<file path="config.mk">
export PLATFORM = sky130hd
export DESIGN_NAME = pin_port_regs
export DESIGN_NICKNAME = d
export VERILOG_FILES = /design/src/core/gpio_port_pkg.sv /design/src/core/reg_write_if.sv /design/src/core/pin_reg_unit.sv /design/src/core/pin_input_sampler.sv /design/src/core/pin_port_regs.sv
export SDC_FILE = /design/constraint.sdc
export NUM_CORES = 1
export LEC_CHECK = 0
export ABC_AREA = 1
export BUFFER_PORTS_ARGS = -buffer_cell sky130_fd_sc_hd__buf_2
export CORE_UTILIZATION = 50
export CTS_CLUSTER_DIAMETER = 80
export DETAILED_ROUTE_END_ITERATION = 6
export HOLD_SLACK_MARGIN = 0.03
export PLACE_DENSITY_LB_ADDON = 0.08
export SYNTH_ARGS = -nofsm -noshare
export SYNTH_HDL_FRONTEND = slang
export SYNTH_HIERARCHICAL = 1
export SYNTH_SLANG_ARGS = --single-unit
</file>
<file path="constraint.sdc">
create_clock -name aclk -period 2.15 [get_ports aclk]
set_clock_uncertainty 0.2 [all_clocks]
set_input_delay 0.1075 -clock aclk [delete_from_list [all_inputs] [get_ports aclk]]
set_output_delay 0.1075 -clock aclk [all_outputs]
set_load 0.1 [all_outputs]
</file>
<file path="src/core/gpio_port_pkg.sv">
package gpio_port_pkg;
  localparam int PIN_W = 8;
  localparam int DATA_W = 32;
  localparam int ADDR_W = 8;
  localparam int STRB_W = DATA_W / 8;
  localparam int IDX_W = 4;
  localparam int IDX_LSB = 2;
  localparam int SYNC_STAGES = 3;

  // Register indices; byte address is four times the index
  localparam logic [IDX_W-1:0] IDX_PIN_DIRECTION = 4'h0;
  localparam logic [IDX_W-1:0] IDX_PIN_DIRECTION_SET = 4'h1;
  localparam logic [IDX_W-1:0] IDX_PIN_DIRECTION_CLEAR = 4'h2;
  localparam logic [IDX_W-1:0] IDX_PIN_DIRECTION_TOGGLE = 4'h3;
  localparam logic [IDX_W-1:0] IDX_PIN_DRIVE_LEVEL = 4'h4;
  localparam logic [IDX_W-1:0] IDX_PIN_DRIVE_LEVEL_SET = 4'h5;
  localparam logic [IDX_W-1:0] IDX_PIN_DRIVE_LEVEL_CLEAR = 4'h6;
  localparam logic [IDX_W-1:0] IDX_NONE = 4'hf;

  localparam logic [PIN_W-1:0] PIN_RESET = 8'h00;
  localparam logic [DATA_W-PIN_W-1:0] UPPER_ZERO = 24'h000000;
  localparam logic [1:0] RESP_OKAY = 2'h0;
  localparam logic [1:0] RESP_SLVERR = 2'h2;

  typedef enum logic [1:0] {
    OP_WRITE,
    OP_SET,
    OP_CLEAR,
    OP_TOGGLE
  } strobe_op_t;

  // Word index of a byte address; IDX_NONE when beyond the map
  function automatic logic [IDX_W-1:0] reg_index(
    input logic [ADDR_W-1:0] addr
  );
    logic [IDX_W-1:0] idx;
    idx = addr[IDX_LSB +: IDX_W];
    if (addr[ADDR_W-1:IDX_LSB+IDX_W] != '0) begin
      return IDX_NONE;
    end
    if (idx > IDX_PIN_DRIVE_LEVEL_CLEAR) begin
      return IDX_NONE;
    end
    return idx;
  endfunction

  function automatic logic is_dir_group(input logic [IDX_W-1:0] idx);
    return idx <= IDX_PIN_DIRECTION_TOGGLE;
  endfunction

  function automatic logic is_level_group(input logic [IDX_W-1:0] idx);
    return (idx >= IDX_PIN_DRIVE_LEVEL) &&
           (idx <= IDX_PIN_DRIVE_LEVEL_CLEAR);
  endfunction
endpackage

</file>
<file path="src/core/reg_write_if.sv">
`timescale 1ns/1ps
`default_nettype none
interface reg_write_if;
  import gpio_port_pkg::*;
  logic wr;
  strobe_op_t op;
  logic [PIN_W-1:0] data;
  logic [PIN_W-1:0] value;

  modport ctrl(output wr, output op, output data, input value);
  modport unit(input wr, input op, input data, output value);
endinterface
`default_nettype wire

</file>
<file path="src/core/pin_reg_unit.sv">
`timescale 1ns/1ps
`default_nettype none
module pin_reg_unit (
  input wire logic aclk,
  input wire logic aresetn,
  reg_write_if.unit bus
);
  import gpio_port_pkg::*;

  logic [PIN_W-1:0] value_q;
  logic [PIN_W-1:0] value_d;

  // Single-write bit updates, no read-modify-write needed
  always_comb begin
    value_d = value_q;
    if (bus.wr) begin
      unique case (bus.op)
        OP_WRITE: value_d = bus.data;
        OP_SET: value_d = value_q | bus.data;
        OP_CLEAR: value_d = value_q & ~bus.data;
        OP_TOGGLE: value_d = value_q ^ bus.data;
      endcase
    end
  end

  always_ff @(posedge aclk) begin
    if (!aresetn) begin
      value_q <= PIN_RESET;
    end else begin
      value_q <= value_d;
    end
  end

  assign bus.value = value_q;
endmodule
`default_nettype wire

</file>
<file path="src/core/pin_input_sampler.sv">
`timescale 1ns/1ps
`default_nettype none
module pin_input_sampler (
  input wire logic aclk,
  input wire logic aresetn,
  input wire logic [gpio_port_pkg::PIN_W-1:0] pin_in,
  input wire logic [gpio_port_pkg::PIN_W-1:0] buffer_en,
  output logic [gpio_port_pkg::PIN_W-1:0] sampled
);
  import gpio_port_pkg::*;

  logic [PIN_W-1:0] sync1_q;
  logic [PIN_W-1:0] sync2_q;
  logic [PIN_W-1:0] sync3_q;
  logic [PIN_W-1:0] sampled_q;
  logic [PIN_W-1:0] take;

  always_ff @(posedge aclk) begin
    if (!aresetn) begin
      sync1_q <= PIN_RESET;
      sync2_q <= PIN_RESET;
      sync3_q <= PIN_RESET;
    end else begin
      sync1_q <= pin_in;
      sync2_q <= sync1_q;
      sync3_q <= sync2_q;
    end
  end

  // buffer gated by its own enable and by sync2_q agreeing with sync3_q
  assign take = buffer_en & ~(sync2_q ^ sync3_q);

  // Disabled pins keep their last sample rather than reading zero
  always_ff @(posedge aclk) begin
    if (!aresetn) begin
      sampled_q <= PIN_RESET;
    end else begin
      sampled_q <= (take & sync3_q) | (~take & sampled_q);
    end
  end

  assign sampled = sampled_q;
endmodule
`default_nettype wire

</file>
<file path="src/core/pin_port_regs.sv">
`timescale 1ns/1ps
`default_nettype none
module pin_port_regs (
  input wire logic aclk,
  input wire logic aresetn,
  input wire logic [gpio_port_pkg::ADDR_W-1:0] s_axi_awaddr,
  input wire logic [2:0] s_axi_awprot,
  input wire logic s_axi_awvalid,
  output logic s_axi_awready,
  input wire logic [gpio_port_pkg::DATA_W-1:0] s_axi_wdata,
  input wire logic [gpio_port_pkg::STRB_W-1:0] s_axi_wstrb,
  input wire logic s_axi_wvalid,
  output logic s_axi_wready,
  output logic [1:0] s_axi_bresp,
  output logic s_axi_bvalid,
  input wire logic s_axi_bready,
  input wire logic [gpio_port_pkg::ADDR_W-1:0] s_axi_araddr,
  input wire logic [2:0] s_axi_arprot,
  input wire logic s_axi_arvalid,
  output logic s_axi_arready,
  output logic [gpio_port_pkg::DATA_W-1:0] s_axi_rdata,
  output logic [1:0] s_axi_rresp,
  output logic s_axi_rvalid,
  input wire logic s_axi_rready,
  input wire logic [gpio_port_pkg::PIN_W-1:0] pin_in,
  input wire logic [gpio_port_pkg::PIN_W-1:0] input_buffer_en,
  output logic [gpio_port_pkg::PIN_W-1:0] pin_in_sampled,
  output logic [gpio_port_pkg::PIN_W-1:0] pin_out,
  output logic [gpio_port_pkg::PIN_W-1:0] pin_oe
);
  import gpio_port_pkg::*;

  logic [ADDR_W-1:0] aw_addr_q;
  logic aw_full_q;
  logic [PIN_W-1:0] w_data_q;
  logic w_lane0_q;
  logic w_full_q;
  logic bvalid_q;
  logic [1:0] bresp_q;
  logic rvalid_q;
  logic [DATA_W-1:0] rdata_q;
  logic [1:0] rresp_q;
  logic commit;
  logic ar_take;
  logic [IDX_W-1:0] w_idx;
  logic [IDX_W-1:0] r_idx;
  logic [PIN_W-1:0] dir_val;
  logic [PIN_W-1:0] level_val;
  logic [PIN_W-1:0] read_val;

  reg_write_if dir_if();
  reg_write_if level_if();

  // Protection bits carry no meaning for this port
  logic prot_unused;
  assign prot_unused = ^{s_axi_awprot, s_axi_arprot};

  // Write address and data are taken in either order, one write in flight
  assign s_axi_awready = !aw_full_q && !bvalid_q;
  assign s_axi_wready = !w_full_q && !bvalid_q;
  assign commit = aw_full_q && w_full_q && !bvalid_q;
  assign w_idx = reg_index(aw_addr_q);

  always_ff @(posedge aclk) begin
    if (!aresetn) begin
      aw_full_q <= 1'b0;
      aw_addr_q <= '0;
    end else if (s_axi_awvalid && s_axi_awready) begin
      aw_full_q <= 1'b1;
      aw_addr_q <= s_axi_awaddr;
    end else if (commit) begin
      aw_full_q <= 1'b0;
    end
  end

  // Only byte lane 0 holds register bits; upper lanes are ignored
  always_ff @(posedge aclk) begin
    if (!aresetn) begin
      w_full_q <= 1'b0;
      w_data_q <= PIN_RESET;
      w_lane0_q <= 1'b0;
    end else if (s_axi_wvalid && s_axi_wready) begin
      w_full_q <= 1'b1;
      w_data_q <= s_axi_wdata[PIN_W-1:0];
      w_lane0_q <= s_axi_wstrb[0];
    end else if (commit) begin
      w_full_q <= 1'b0;
    end
  end

  always_ff @(posedge aclk) begin
    if (!aresetn) begin
      bvalid_q <= 1'b0;
      bresp_q <= RESP_OKAY;
    end else if (commit) begin
      bvalid_q <= 1'b1;
      bresp_q <= (w_idx == IDX_NONE) ? RESP_SLVERR : RESP_OKAY;
    end else if (s_axi_bready) begin
      bvalid_q <= 1'b0;
    end
  end

  assign s_axi_bvalid = bvalid_q;
  assign s_axi_bresp = bresp_q;

  assign dir_if.data = w_data_q;
  assign level_if.data = w_data_q;

  assign dir_if.wr = commit && w_lane0_q && is_dir_group(w_idx);
  always_comb begin
    unique case (w_idx)
      IDX_PIN_DIRECTION_SET: dir_if.op = OP_SET;
      IDX_PIN_DIRECTION_CLEAR: dir_if.op = OP_CLEAR;
      IDX_PIN_DIRECTION_TOGGLE: dir_if.op = OP_TOGGLE;
      default: dir_if.op = OP_WRITE;
    endcase
  end

  assign level_if.wr = commit && w_lane0_q && is_level_group(w_idx);
  always_comb begin
    unique case (w_idx)
      IDX_PIN_DRIVE_LEVEL_SET: level_if.op = OP_SET;
      IDX_PIN_DRIVE_LEVEL_CLEAR: level_if.op = OP_CLEAR;
      default: level_if.op = OP_WRITE;
    endcase
  end

  pin_reg_unit u_direction (
    .aclk(aclk),
    .aresetn(aresetn),
    .bus(dir_if.unit)
  );

  pin_reg_unit u_drive_level (
    .aclk(aclk),
    .aresetn(aresetn),
    .bus(level_if.unit)
  );

  assign dir_val = dir_if.value;
  assign level_val = level_if.value;

  // Read channel: one read in flight, data registered at the handshake
  assign s_axi_arready = !rvalid_q;
  assign ar_take = s_axi_arvalid && s_axi_arready;
  assign r_idx = reg_index(s_axi_araddr);

  always_comb begin
    read_val = PIN_RESET;
    if (is_dir_group(r_idx)) begin
      read_val = dir_val;
    end else if (is_level_group(r_idx)) begin
      read_val = level_val;
    end
  end

  always_ff @(posedge aclk) begin
    if (!aresetn) begin
      rvalid_q <= 1'b0;
      rdata_q <= '0;
      rresp_q <= RESP_OKAY;
    end else if (ar_take) begin
      rvalid_q <= 1'b1;
      rdata_q <= {UPPER_ZERO, read_val};
      rresp_q <= (r_idx == IDX_NONE) ? RESP_SLVERR : RESP_OKAY;
    end else if (s_axi_rready) begin
      rvalid_q <= 1'b0;
    end
  end

  assign s_axi_rvalid = rvalid_q;
  assign s_axi_rdata = rdata_q;
  assign s_axi_rresp = rresp_q;

  assign pin_oe = dir_val;
  assign pin_out = level_val & dir_val;

  pin_input_sampler u_sampler (
    .aclk(aclk),
    .aresetn(aresetn),
    .pin_in(pin_in),
    .buffer_en(input_buffer_en),
    .sampled(pin_in_sampled)
  );
endmodule
`default_nettype wire

</file>
# After elaboration in Yosys (flattened, before gate mapping)
# Cells that the tools add are included.
[op_classes] magnitude_cmp=8 n_eq_ne=13 mux=29 n_bitwise=15 reduce_logical=24
[op_table] cell="case mux 8 bit (4 select lines)" count=2
[op_table] cell="AND 8 bit" count=6
[op_table] cell="2-to-1 mux 4 bit" count=8
[op_table] cell="NOT 8 bit" count=3
[op_table] cell="bitwise OR 8 bit" count=3
[op_table] cell="bitwise XOR 8 bit" count=3
[op_table] cell="2-to-1 mux 8 bit" count=2
[op_table] cell="2-to-1 mux 1 bit" count=13
[op_table] cell="logical AND 1 bit" count=12
[op_table] cell="nonzero test 2 bit" count=6
[op_table] cell="== test 2 bit (second input constant)" count=4
[op_table] cell="== test 4 x 2 -> 1 bit (second input constant)" count=2
[op_table] cell="== test 4 x 3 -> 1 bit (second input constant)" count=2
[op_table] cell="== test 4 bit (second input constant)" count=2
[op_table] cell=">= comparator 4 x 3 -> 1 bit (second input constant)" count=2
[op_table] cell="greater-than comparator 4 x 3 -> 1 bit (second input constant)" count=2
[op_table] cell="less-or-equal comparator 4 x 2 -> 1 bit (second input constant)" count=2
[op_table] cell="less-or-equal comparator 4 x 3 -> 1 bit (second input constant)" count=2
[op_table] cell="case mux 2 bit (3 select lines)" count=1
[op_table] cell="== test 2 x 1 -> 1 bit (second input constant)" count=2
[op_table] cell="== test 4 x 1 -> 1 bit (second input constant)" count=1
[op_table] cell="logical NOT 1 bit" count=4
[op_table] cell="logical NOT 2 bit" count=2
[op_table] cell="2-to-1 mux 2 bit" count=2
[op_table] cell="case mux 2 bit (2 select lines)" count=1
[totals] ff_bits=81 input_bits=81 out_inout_bits=65

# Longest topological paths before layout
# Gate-level depths: netlist of the first run.
[logic_depth] depth_word=9 ltp_mapped=10 ltp_nobuf=10

# By module
# The synthesis of the first run kept the hierarchy.
[modules_own_cells] mod="pin_reg_unit" n_inst=2 cells_per_inst=120 area_each_um2=815.8 seq_area_each_um2=160.2
[modules_own_cells] mod="pin_port_regs" n_inst=1 cells_per_inst=229 area_each_um2=1597.8 seq_area_each_um2=580.6
[modules_own_cells] mod="pin_input_sampler" n_inst=1 cells_per_inst=157 area_each_um2=1177.4 seq_area_each_um2=640.6

# Least setup slack after synthesis of the first run
# Ideal clock, no wire load.
[synth_path] path_kind="register to register" startpoint="register bvalid_q, in the netlist s_axi_bvalid" endpoint="register aw_addr_q[2]" setup_time_ns=0.122 arrival_time_ns=2.171 required_time_ns=1.828 slack_ns=-0.344 stages_incl_launch_ff=5 synth_period_minus_slack_ns=2.494 cell_sequence="dfxtp_1 -> nor2_2 -> nand2_2 -> o21ai_0 -> a21oi_1"
[synth_between] elab_chain_len=3
[synth_lines] element="start, declared" line="pin_port_regs.sv:38" text="logic bvalid_q;"
[synth_lines] element="start signal, assigned" line="pin_port_regs.sv:93" text="bvalid_q <= 1'b0;"
[synth_lines] element="start signal, assigned" line="pin_port_regs.sv:96" text="bvalid_q <= 1'b1;"
[synth_lines] element="start signal, assigned" line="pin_port_regs.sv:99" text="bvalid_q <= 1'b0;"
[synth_lines] element="logical NOT 1 bit" line="pin_port_regs.sv:59" text="assign s_axi_awready = !aw_full_q && !bvalid_q;"
[synth_lines] element="logical AND 1 bit" line="pin_port_regs.sv:59"
[synth_lines] element="named net s_axi_awready" line="pin_port_regs.sv:9" text="output logic s_axi_awready,"
[synth_lines] element="logical AND 1 bit" line="pin_port_regs.sv:68" text="end else if (s_axi_awvalid && s_axi_awready) begin"
[synth_lines] element="end signal, assigned" line="pin_port_regs.sv:70" text="aw_addr_q <= s_axi_awaddr;"
[synth_lines] element="end, declared" line="pin_port_regs.sv:33" text="logic [ADDR_W-1:0] aw_addr_q;"
# The timed path passes the listed nets, and every way through them passes these cells.
# A chain may end at the register's enable or synchronous reset.

# Final worst setup path of the first run
[layout_path] startpoint="input port s_axi_araddr[2] (netlist name)" endpoint="register rresp_q[1], in the netlist s_axi_rresp[1]"
[layout_between] elab_chain_len=7
[layout_lines] element="start, declared" line="pin_port_regs.sv:17" text="input wire logic [gpio_port_pkg::ADDR_W-1:0] s_axi_araddr,"
[layout_lines] element="greater-than comparator 4 x 3 -> 1 bit" line="gpio_port_pkg.sv:41" text="if (idx > IDX_PIN_DRIVE_LEVEL_CLEAR) begin"
[layout_lines] element="2-to-1 mux 1 bit (2 in a row)" line="gpio_port_pkg.sv:41"
[layout_lines] element="2-to-1 mux 4 bit *" line="gpio_port_pkg.sv:44" text="return idx;"
[layout_lines] element="2-to-1 mux 4 bit *" line="gpio_port_pkg.sv:41"
[layout_lines] element="== test 4 bit *" line="pin_port_regs.sv:165" text="rresp_q <= (r_idx == IDX_NONE) ? RESP_SLVERR : RESP_OKAY;"
[layout_lines] element="2-to-1 mux 2 bit *" line="pin_port_regs.sv:165"
[layout_lines] element="end signal, assigned" line="pin_port_regs.sv:165"
[layout_lines] element="end, declared" line="pin_port_regs.sv:42" text="logic [1:0] rresp_q;"
# Mark *: on every way between the ends. The rest lies on a longest branch, timed or not. The select of a mux whose other input is x is not followed.

==> reports/metrics.yaml, run 1 <==
critical_path:
  cpLargestDelayFamily: "buffers and inverters"
  critPathKind: "input pin to flop"
  cp-end-kind: "flop"
  cpPeakStageDelay_ps: 570
  start_kind: "input pin"
  crit_chain: "dlygate4sd3_1 > buf_2 > nand3_1 > dlygate4sd3_1 > a31oi_1 > dlygate4sd3_1"
  cp_common_cell: "dlygate4sd3_1"
  arrival_ps: 2050
  critPathRequiredTime_ps: 2190
  timing.critical_path.buf_inv: 4
  slowest_stage: "dlygate4sd3_1"
  path_max_fanout: 2
route:
  route.detailed.wl_per_inst_um: 11.3
  antenna_left: 0
  route.detailed.drc: 0
  totalWireLength_um: 9850
  num_vias: 4128
  drtIter0Drc: 169
  firstDrtPassIters: 5
  routed_via_density: 4.74
yosys:
  synthCells: 626
  synth_edf_count: 0
  ys_top_cells_by_count: "134 x nand2_1, 114 x inv_1, 77 x dfxtp_1"
  synth_top_cell_by_area: "dfxtp_1"
  synth_most_common_cell: "nand2_1"
  seq_area_frac_synth: 0.350
  synth_seq_cells: 77
  synth_top_area_share: 0.350
  syn_area_um2: 4410
  yosysWarnings: 6
  syn_avg_cell_area_um2: 7.04
  ys_types: 30
  yosys-top-cells-area: "dfxtp_1 35%, nand2_1 11%, inv_1 9.7%"
  synthFlopType: "dfxtp_1"
  synthArstFlopShare: 0
global_routing:
  antenna_found_initial: 0
  grt_start_max_net_pins: 34
  grt_pass1_wl_um: 15800
  grt_usage: 0.225
  grt_pass1_vias: 3620
  grt_remaining_overflow: 0
sta:
  rsz0062_at_grt: "false"
  setup_viol_count_final: 0
  fin_crit_sh: 0.935
  hold_violations: 0
  finalCriticalPeriod_ps: 2010
  fin_ws_ps: 141
  hold_slack_ps: 38.4
  max_freq_mhz: 498
  slew_viol_final: 0
finish:
  layout-drive-gt1-share: 0.174
  fin_area_um2: 5530
  antenna_cells: 0
  nNetsFinal: 874
  syn2layout_area_growth_pct: 25.4
  finish.utilization: 0.659
clock_network:
  cts_tree: "built"
  clockBufferDepth: 2
  clk_pin_slew_ps: 70
  worstSkewPairLatency_ps: 350
  cts_buffers: 9
  cts_root_buffer: "clkbuf_8"
  htree_num_levels: 3
  cts.sinks: 77
die:
  die_area_um2: 9190
  core_area_um2: 8380
  die_w_um: 95.9
  io_pins: 146
  rows: 33
  die_y_um: 95.9
  initial_utilization: 0.526
power_and_ir_drop:
  power_mw: 3.77
  leakage_nw: 2.76
  power_density_nw_per_um2: 682
  ir_worst_vdd_mv: 0.426
place:
  place_hpwl_um: 6870
  routabilityCongestion: 0.770
  io_buffers: 82
  place_area_um2: 4740
  pre_cts_slack_ps: 165
run:
  max_cap_viol_count: 0
hold_path:
  hold_path_class: "input pin to flop"
status:
  status: "finished clean"
-- through the flow --
step | TNS (ps) | instances
5_1_grt | 0 | 870
3_3_place_gp | 0 | 800
4_1_cts | 0 | 870
6_report | 0 | 870
3_5_place_dp | 0 | 800
2_1_floorplan | -417 | 651
-- tightest hold or removal path, delay by kind of cell --
kind            cells  cell delay, ps
simple gates        1             180
buf+inv             1              80
compound gates      1             180
-- logic make-up after synthesis --
kind of cell,after synthesis,synth area share
flops,77,0.350
buf+inv,163,0.185
other cells,1,0.000851
compound gates,71,0.0963
fa+ha+maj,32,0.0909
simple gates,282,0.278
-- worst paths after layout --
| check | from | to | slack [ps] | depth (start not counted) |
|---|---|---|---|---|
| min | s_axi_wvalid | w_full_q$_SDFFE_PN0P_ | 40 | 3 |
| max reg2reg | aw_addr_q[3]$_SDFFE_PN0P_ | u_direction/bus.value[1]$_SDFFE_PN0P_ | 180 | 7 |
| min reg2reg | u_sampler/sync1_q[4]$_SDFF_PN0_ | u_sampler/sync2_q[4]$_SDFF_PN0_ | 210 | 2 |
| max | s_axi_araddr[2] | s_axi_rresp[1]$_SDFFE_PN0P_ | 140 | 6 |
-- report_power, final --
| part | internal, mW | total [mW] | switching (mW) |
|---|---|---|---|
| logic | 0.253 | 0.932 | 0.679 |
| registers | 1.49 | 1.53 | 0.0427 |
| clock network | 0.766 | 1.30 | 0.537 |
-- repair_timing --
item / in CTS / in global routing
resized for setup: 0 / 1
hold buffers: 55 / 0
endpoints found under the setup margin: 0 / 3
buffers inserted: 0 / 0
hold endpoints to repair: 43 / 0
-- layer usage --
metal | vias to the layer above | part of all wire | GRT usage | wire length, um
li1 | 2140 | - | - | -
met1 | 1842 | 0.45 | 0.270 | 4470
met2 | 135 | 0.48 | 0.401 | 4760
met3 | 11 | 0.050 | 0.0387 | 488
met4 | 0 | 0.014 | 0.0808 | 137
met5 | - | 0 | 0 | 0
-- cell type report --
class,count,area [um2]
multi-input cells,411,2160
clock buffers,9,124
fillers,765,2860
repair buffers,142,1010
inverters,120,450
clock inverters,6,111
well taps,105,131
flip-flops and latches,77,1540
-- layout by cell type (no fill, tap or decap), drive strengths merged, types with 3 or more instances in the layout --
| master | netlist | routed |
|---|---|---|
| nand3b | 4 | 4 |
| dlygate4sd3 | 0 | 55 |
| o21ai | 19 | 19 |
| ha | 32 | 32 |
| nand2 | 137 | 137 |
| a21oi | 43 | 43 |
| nor2 | 79 | 79 |
| bufinv | 0 | 3 |
| buf | 42 | 87 |
| clkbuf | 1 | 9 |
| conb | 1 | 26 |
| nand4 | 9 | 9 |
| dfxtp | 77 | 77 |
| o21bai | 6 | 6 |
| nand3 | 50 | 50 |
| inv | 120 | 121 |
Note: power is estimated with default switching activity, not from simulation.
==> run 2: changes to the inputs <==
- SETUP_SLACK_MARGIN: not set -> 0.5
==> reports/metrics.yaml, run 2 (synthesis gave the netlist of run 1 again) <==
critical_path:
  rrSetupSlack_ps: 290
  path_max_fanout: 7
  critPathKind: "flop to flop"
  r2r-start: "aw_addr_q[6]$_SDFFE_PN0P_"
  cp-end-kind: "flop"
  reg2regPathDepth: 11
  crit_chain: "nor2_4 > buf_6 > nand3_2 > nor2_1 > buf_4 > nor2_4 > buf_12 > nor2_4 > nand3_2 > nand2_1 > a21oi_1"
  slowest_stage: "dfxtp_2"
  arrival_ps: 1890
  start_kind: "flop"
  critPathRequiredTime_ps: 2180
  cp_common_cell: "nor2_4"
  cpPeakStageDelay_ps: 340
  r2r_end: "u_direction/bus.value[1]$_SDFFE_PN0P_"
route:
  num_vias: 4268
  totalWireLength_um: 10800
  route.detailed.drc: 0
  drtIter0Drc: 207
  antenna_left: 0
  firstDrtPassIters: 5
  routed_via_density: 4.82
  route.detailed.wl_per_inst_um: 12.1
global_routing:
  grt_remaining_overflow: 0
  grt_start_max_net_pins: 20
  antenna_found_initial: 0
  grt_pass1_wl_um: 16300
  grt_pass1_vias: 3713
  grt_usage: 0.232
sta:
  max_freq_mhz: 538
  slew_viol_final: 0
  setup_viol_count_final: 0
  rsz0062_at_grt: "true"
  finalCriticalPeriod_ps: 1860
  hold_violations: 0
  tns_ps: 0
  fin_crit_sh: 0.865
finish:
  finish.utilization: 0.701
  fin_area_um2: 5870
  nNetsFinal: 889
  final_cells: 886
  antenna_cells: 0
  layout_common_cells: "131 x nand2_1, 103 x inv_1, 74 x buf_2"
  syn2layout_area_growth_pct: 33.2
  layout-drive-gt1-share: 0.278
  layout_commonest_cell: "nand2_1"
die:
  initial_utilization: 0.526
  io_pins: 146
  rows: 33
  core_area_um2: 8380
  die_w_um: 95.9
  die_area_um2: 9190
  die_y_um: 95.9
clock_network:
  cts.sinks: 77
  cts_buffers: 9
  cts_tree: "built"
  htree_num_levels: 3
  worstSkewPairLatency_ps: 350
  clk_pin_slew_ps: 90
  cts_root_buffer: "clkbuf_8"
  clockBufferDepth: 2
power_and_ir_drop:
  leakage_nw: 2.79
  power_density_nw_per_um2: 641
  ir_worst_vdd_mv: 0.499
  power_mw: 3.76
hold_path:
  whs_endpoint: "s_axi_rdata[1]$_SDFFE_PN0P_"
  min_from: "s_axi_araddr[3]"
  hold_depth: 6
  hold_path_class: "input pin to flop"
place:
  io_buffers: 82
  dp.cells: 801
  routabilityCongestion: 0.766
  place_area_um2: 4810
  place_hpwl_um: 7080
run:
  max_cap_viol_count: 0
status:
  status: "finished clean"
run 2: cell type report:
cell class	count	area (um2)
inverters	120	488
clock buffers	9	124
multi-input cells	411	2320
clock inverters	7	80.1
repair buffers	157	1150
flip-flops and latches	77	1570
well taps	105	131
fillers	679	2510
run 2: worst max-delay path by stage:
stage,from,endpoint,slack (ps),depth (start not counted)
6_report,aw_addr_q[6]$_SDFFE_PN0P_,u_direction/bus.value[1]$_SDFFE_PN0P_,290,11
2_1_floorplan,s_axi_bvalid$_SDFFE_PN0P_,dir_if.data[0]$_SDFFE_PN0P_,410,5
5_1_grt,aw_addr_q[4]$_SDFFE_PN0P_,u_drive_level/bus.value[2]$_SDFFE_PN0P_,220,8
3_5_place_dp,aw_addr_q[4]$_SDFFE_PN0P_,u_drive_level/bus.value[3]$_SDFFE_PN0P_,250,7
3_3_place_gp,aw_addr_q[4]$_SDFFE_PN0P_,u_drive_level/bus.value[1]$_SDFFE_PN0P_,300,7
4_1_cts,aw_addr_q[2]$_SDFFE_PN0P_,u_drive_level/bus.value[3]$_SDFFE_PN0P_,400,9
run 2: worst max-delay path: cells and delay by family (launching register included):
family	cells	cell delay, ps
buffers and inverters	3	440
AND/OR/NAND/NOR	7	700
AO/OA/AOI/OAI	1	50
flip-flops	1	340
run 2: metal layers:
metal  share of wire  routed length [um]  global-route usage  vias to the layer above
met5               0                   0                   0                        -
met4           0.014                 149              0.0796                        0
met3           0.053                 572              0.0411                       19
met2            0.51                5480               0.421                      140
met1            0.42                4550               0.274                     1943
li1                -                   -                   -                     2166
run 2: where the power goes:
part           total (mW)  internal, mW  switching [mW]
logic                1.08         0.336           0.746
clock network        1.14         0.552           0.586
registers            1.54          1.49          0.0505
total                3.76          2.38            1.38
run 2: what timing repair did:
action,4_1_cts,5_1_grt
hold endpoints to repair,46,0
buffers inserted,6,15
hold buffers,48,0
gates resized for setup,20,50
pin swaps,5,12
endpoints found under the setup margin,24,22
run 2: metrics by stage:
step           setup slack (ps)  hold WS, ps
2_1_floorplan               415         5.13
3_3_place_gp                301         89.7
3_5_place_dp                249         93.7
4_1_cts                     403         31.2
5_1_grt                     221         77.7
6_report                    290         50.4
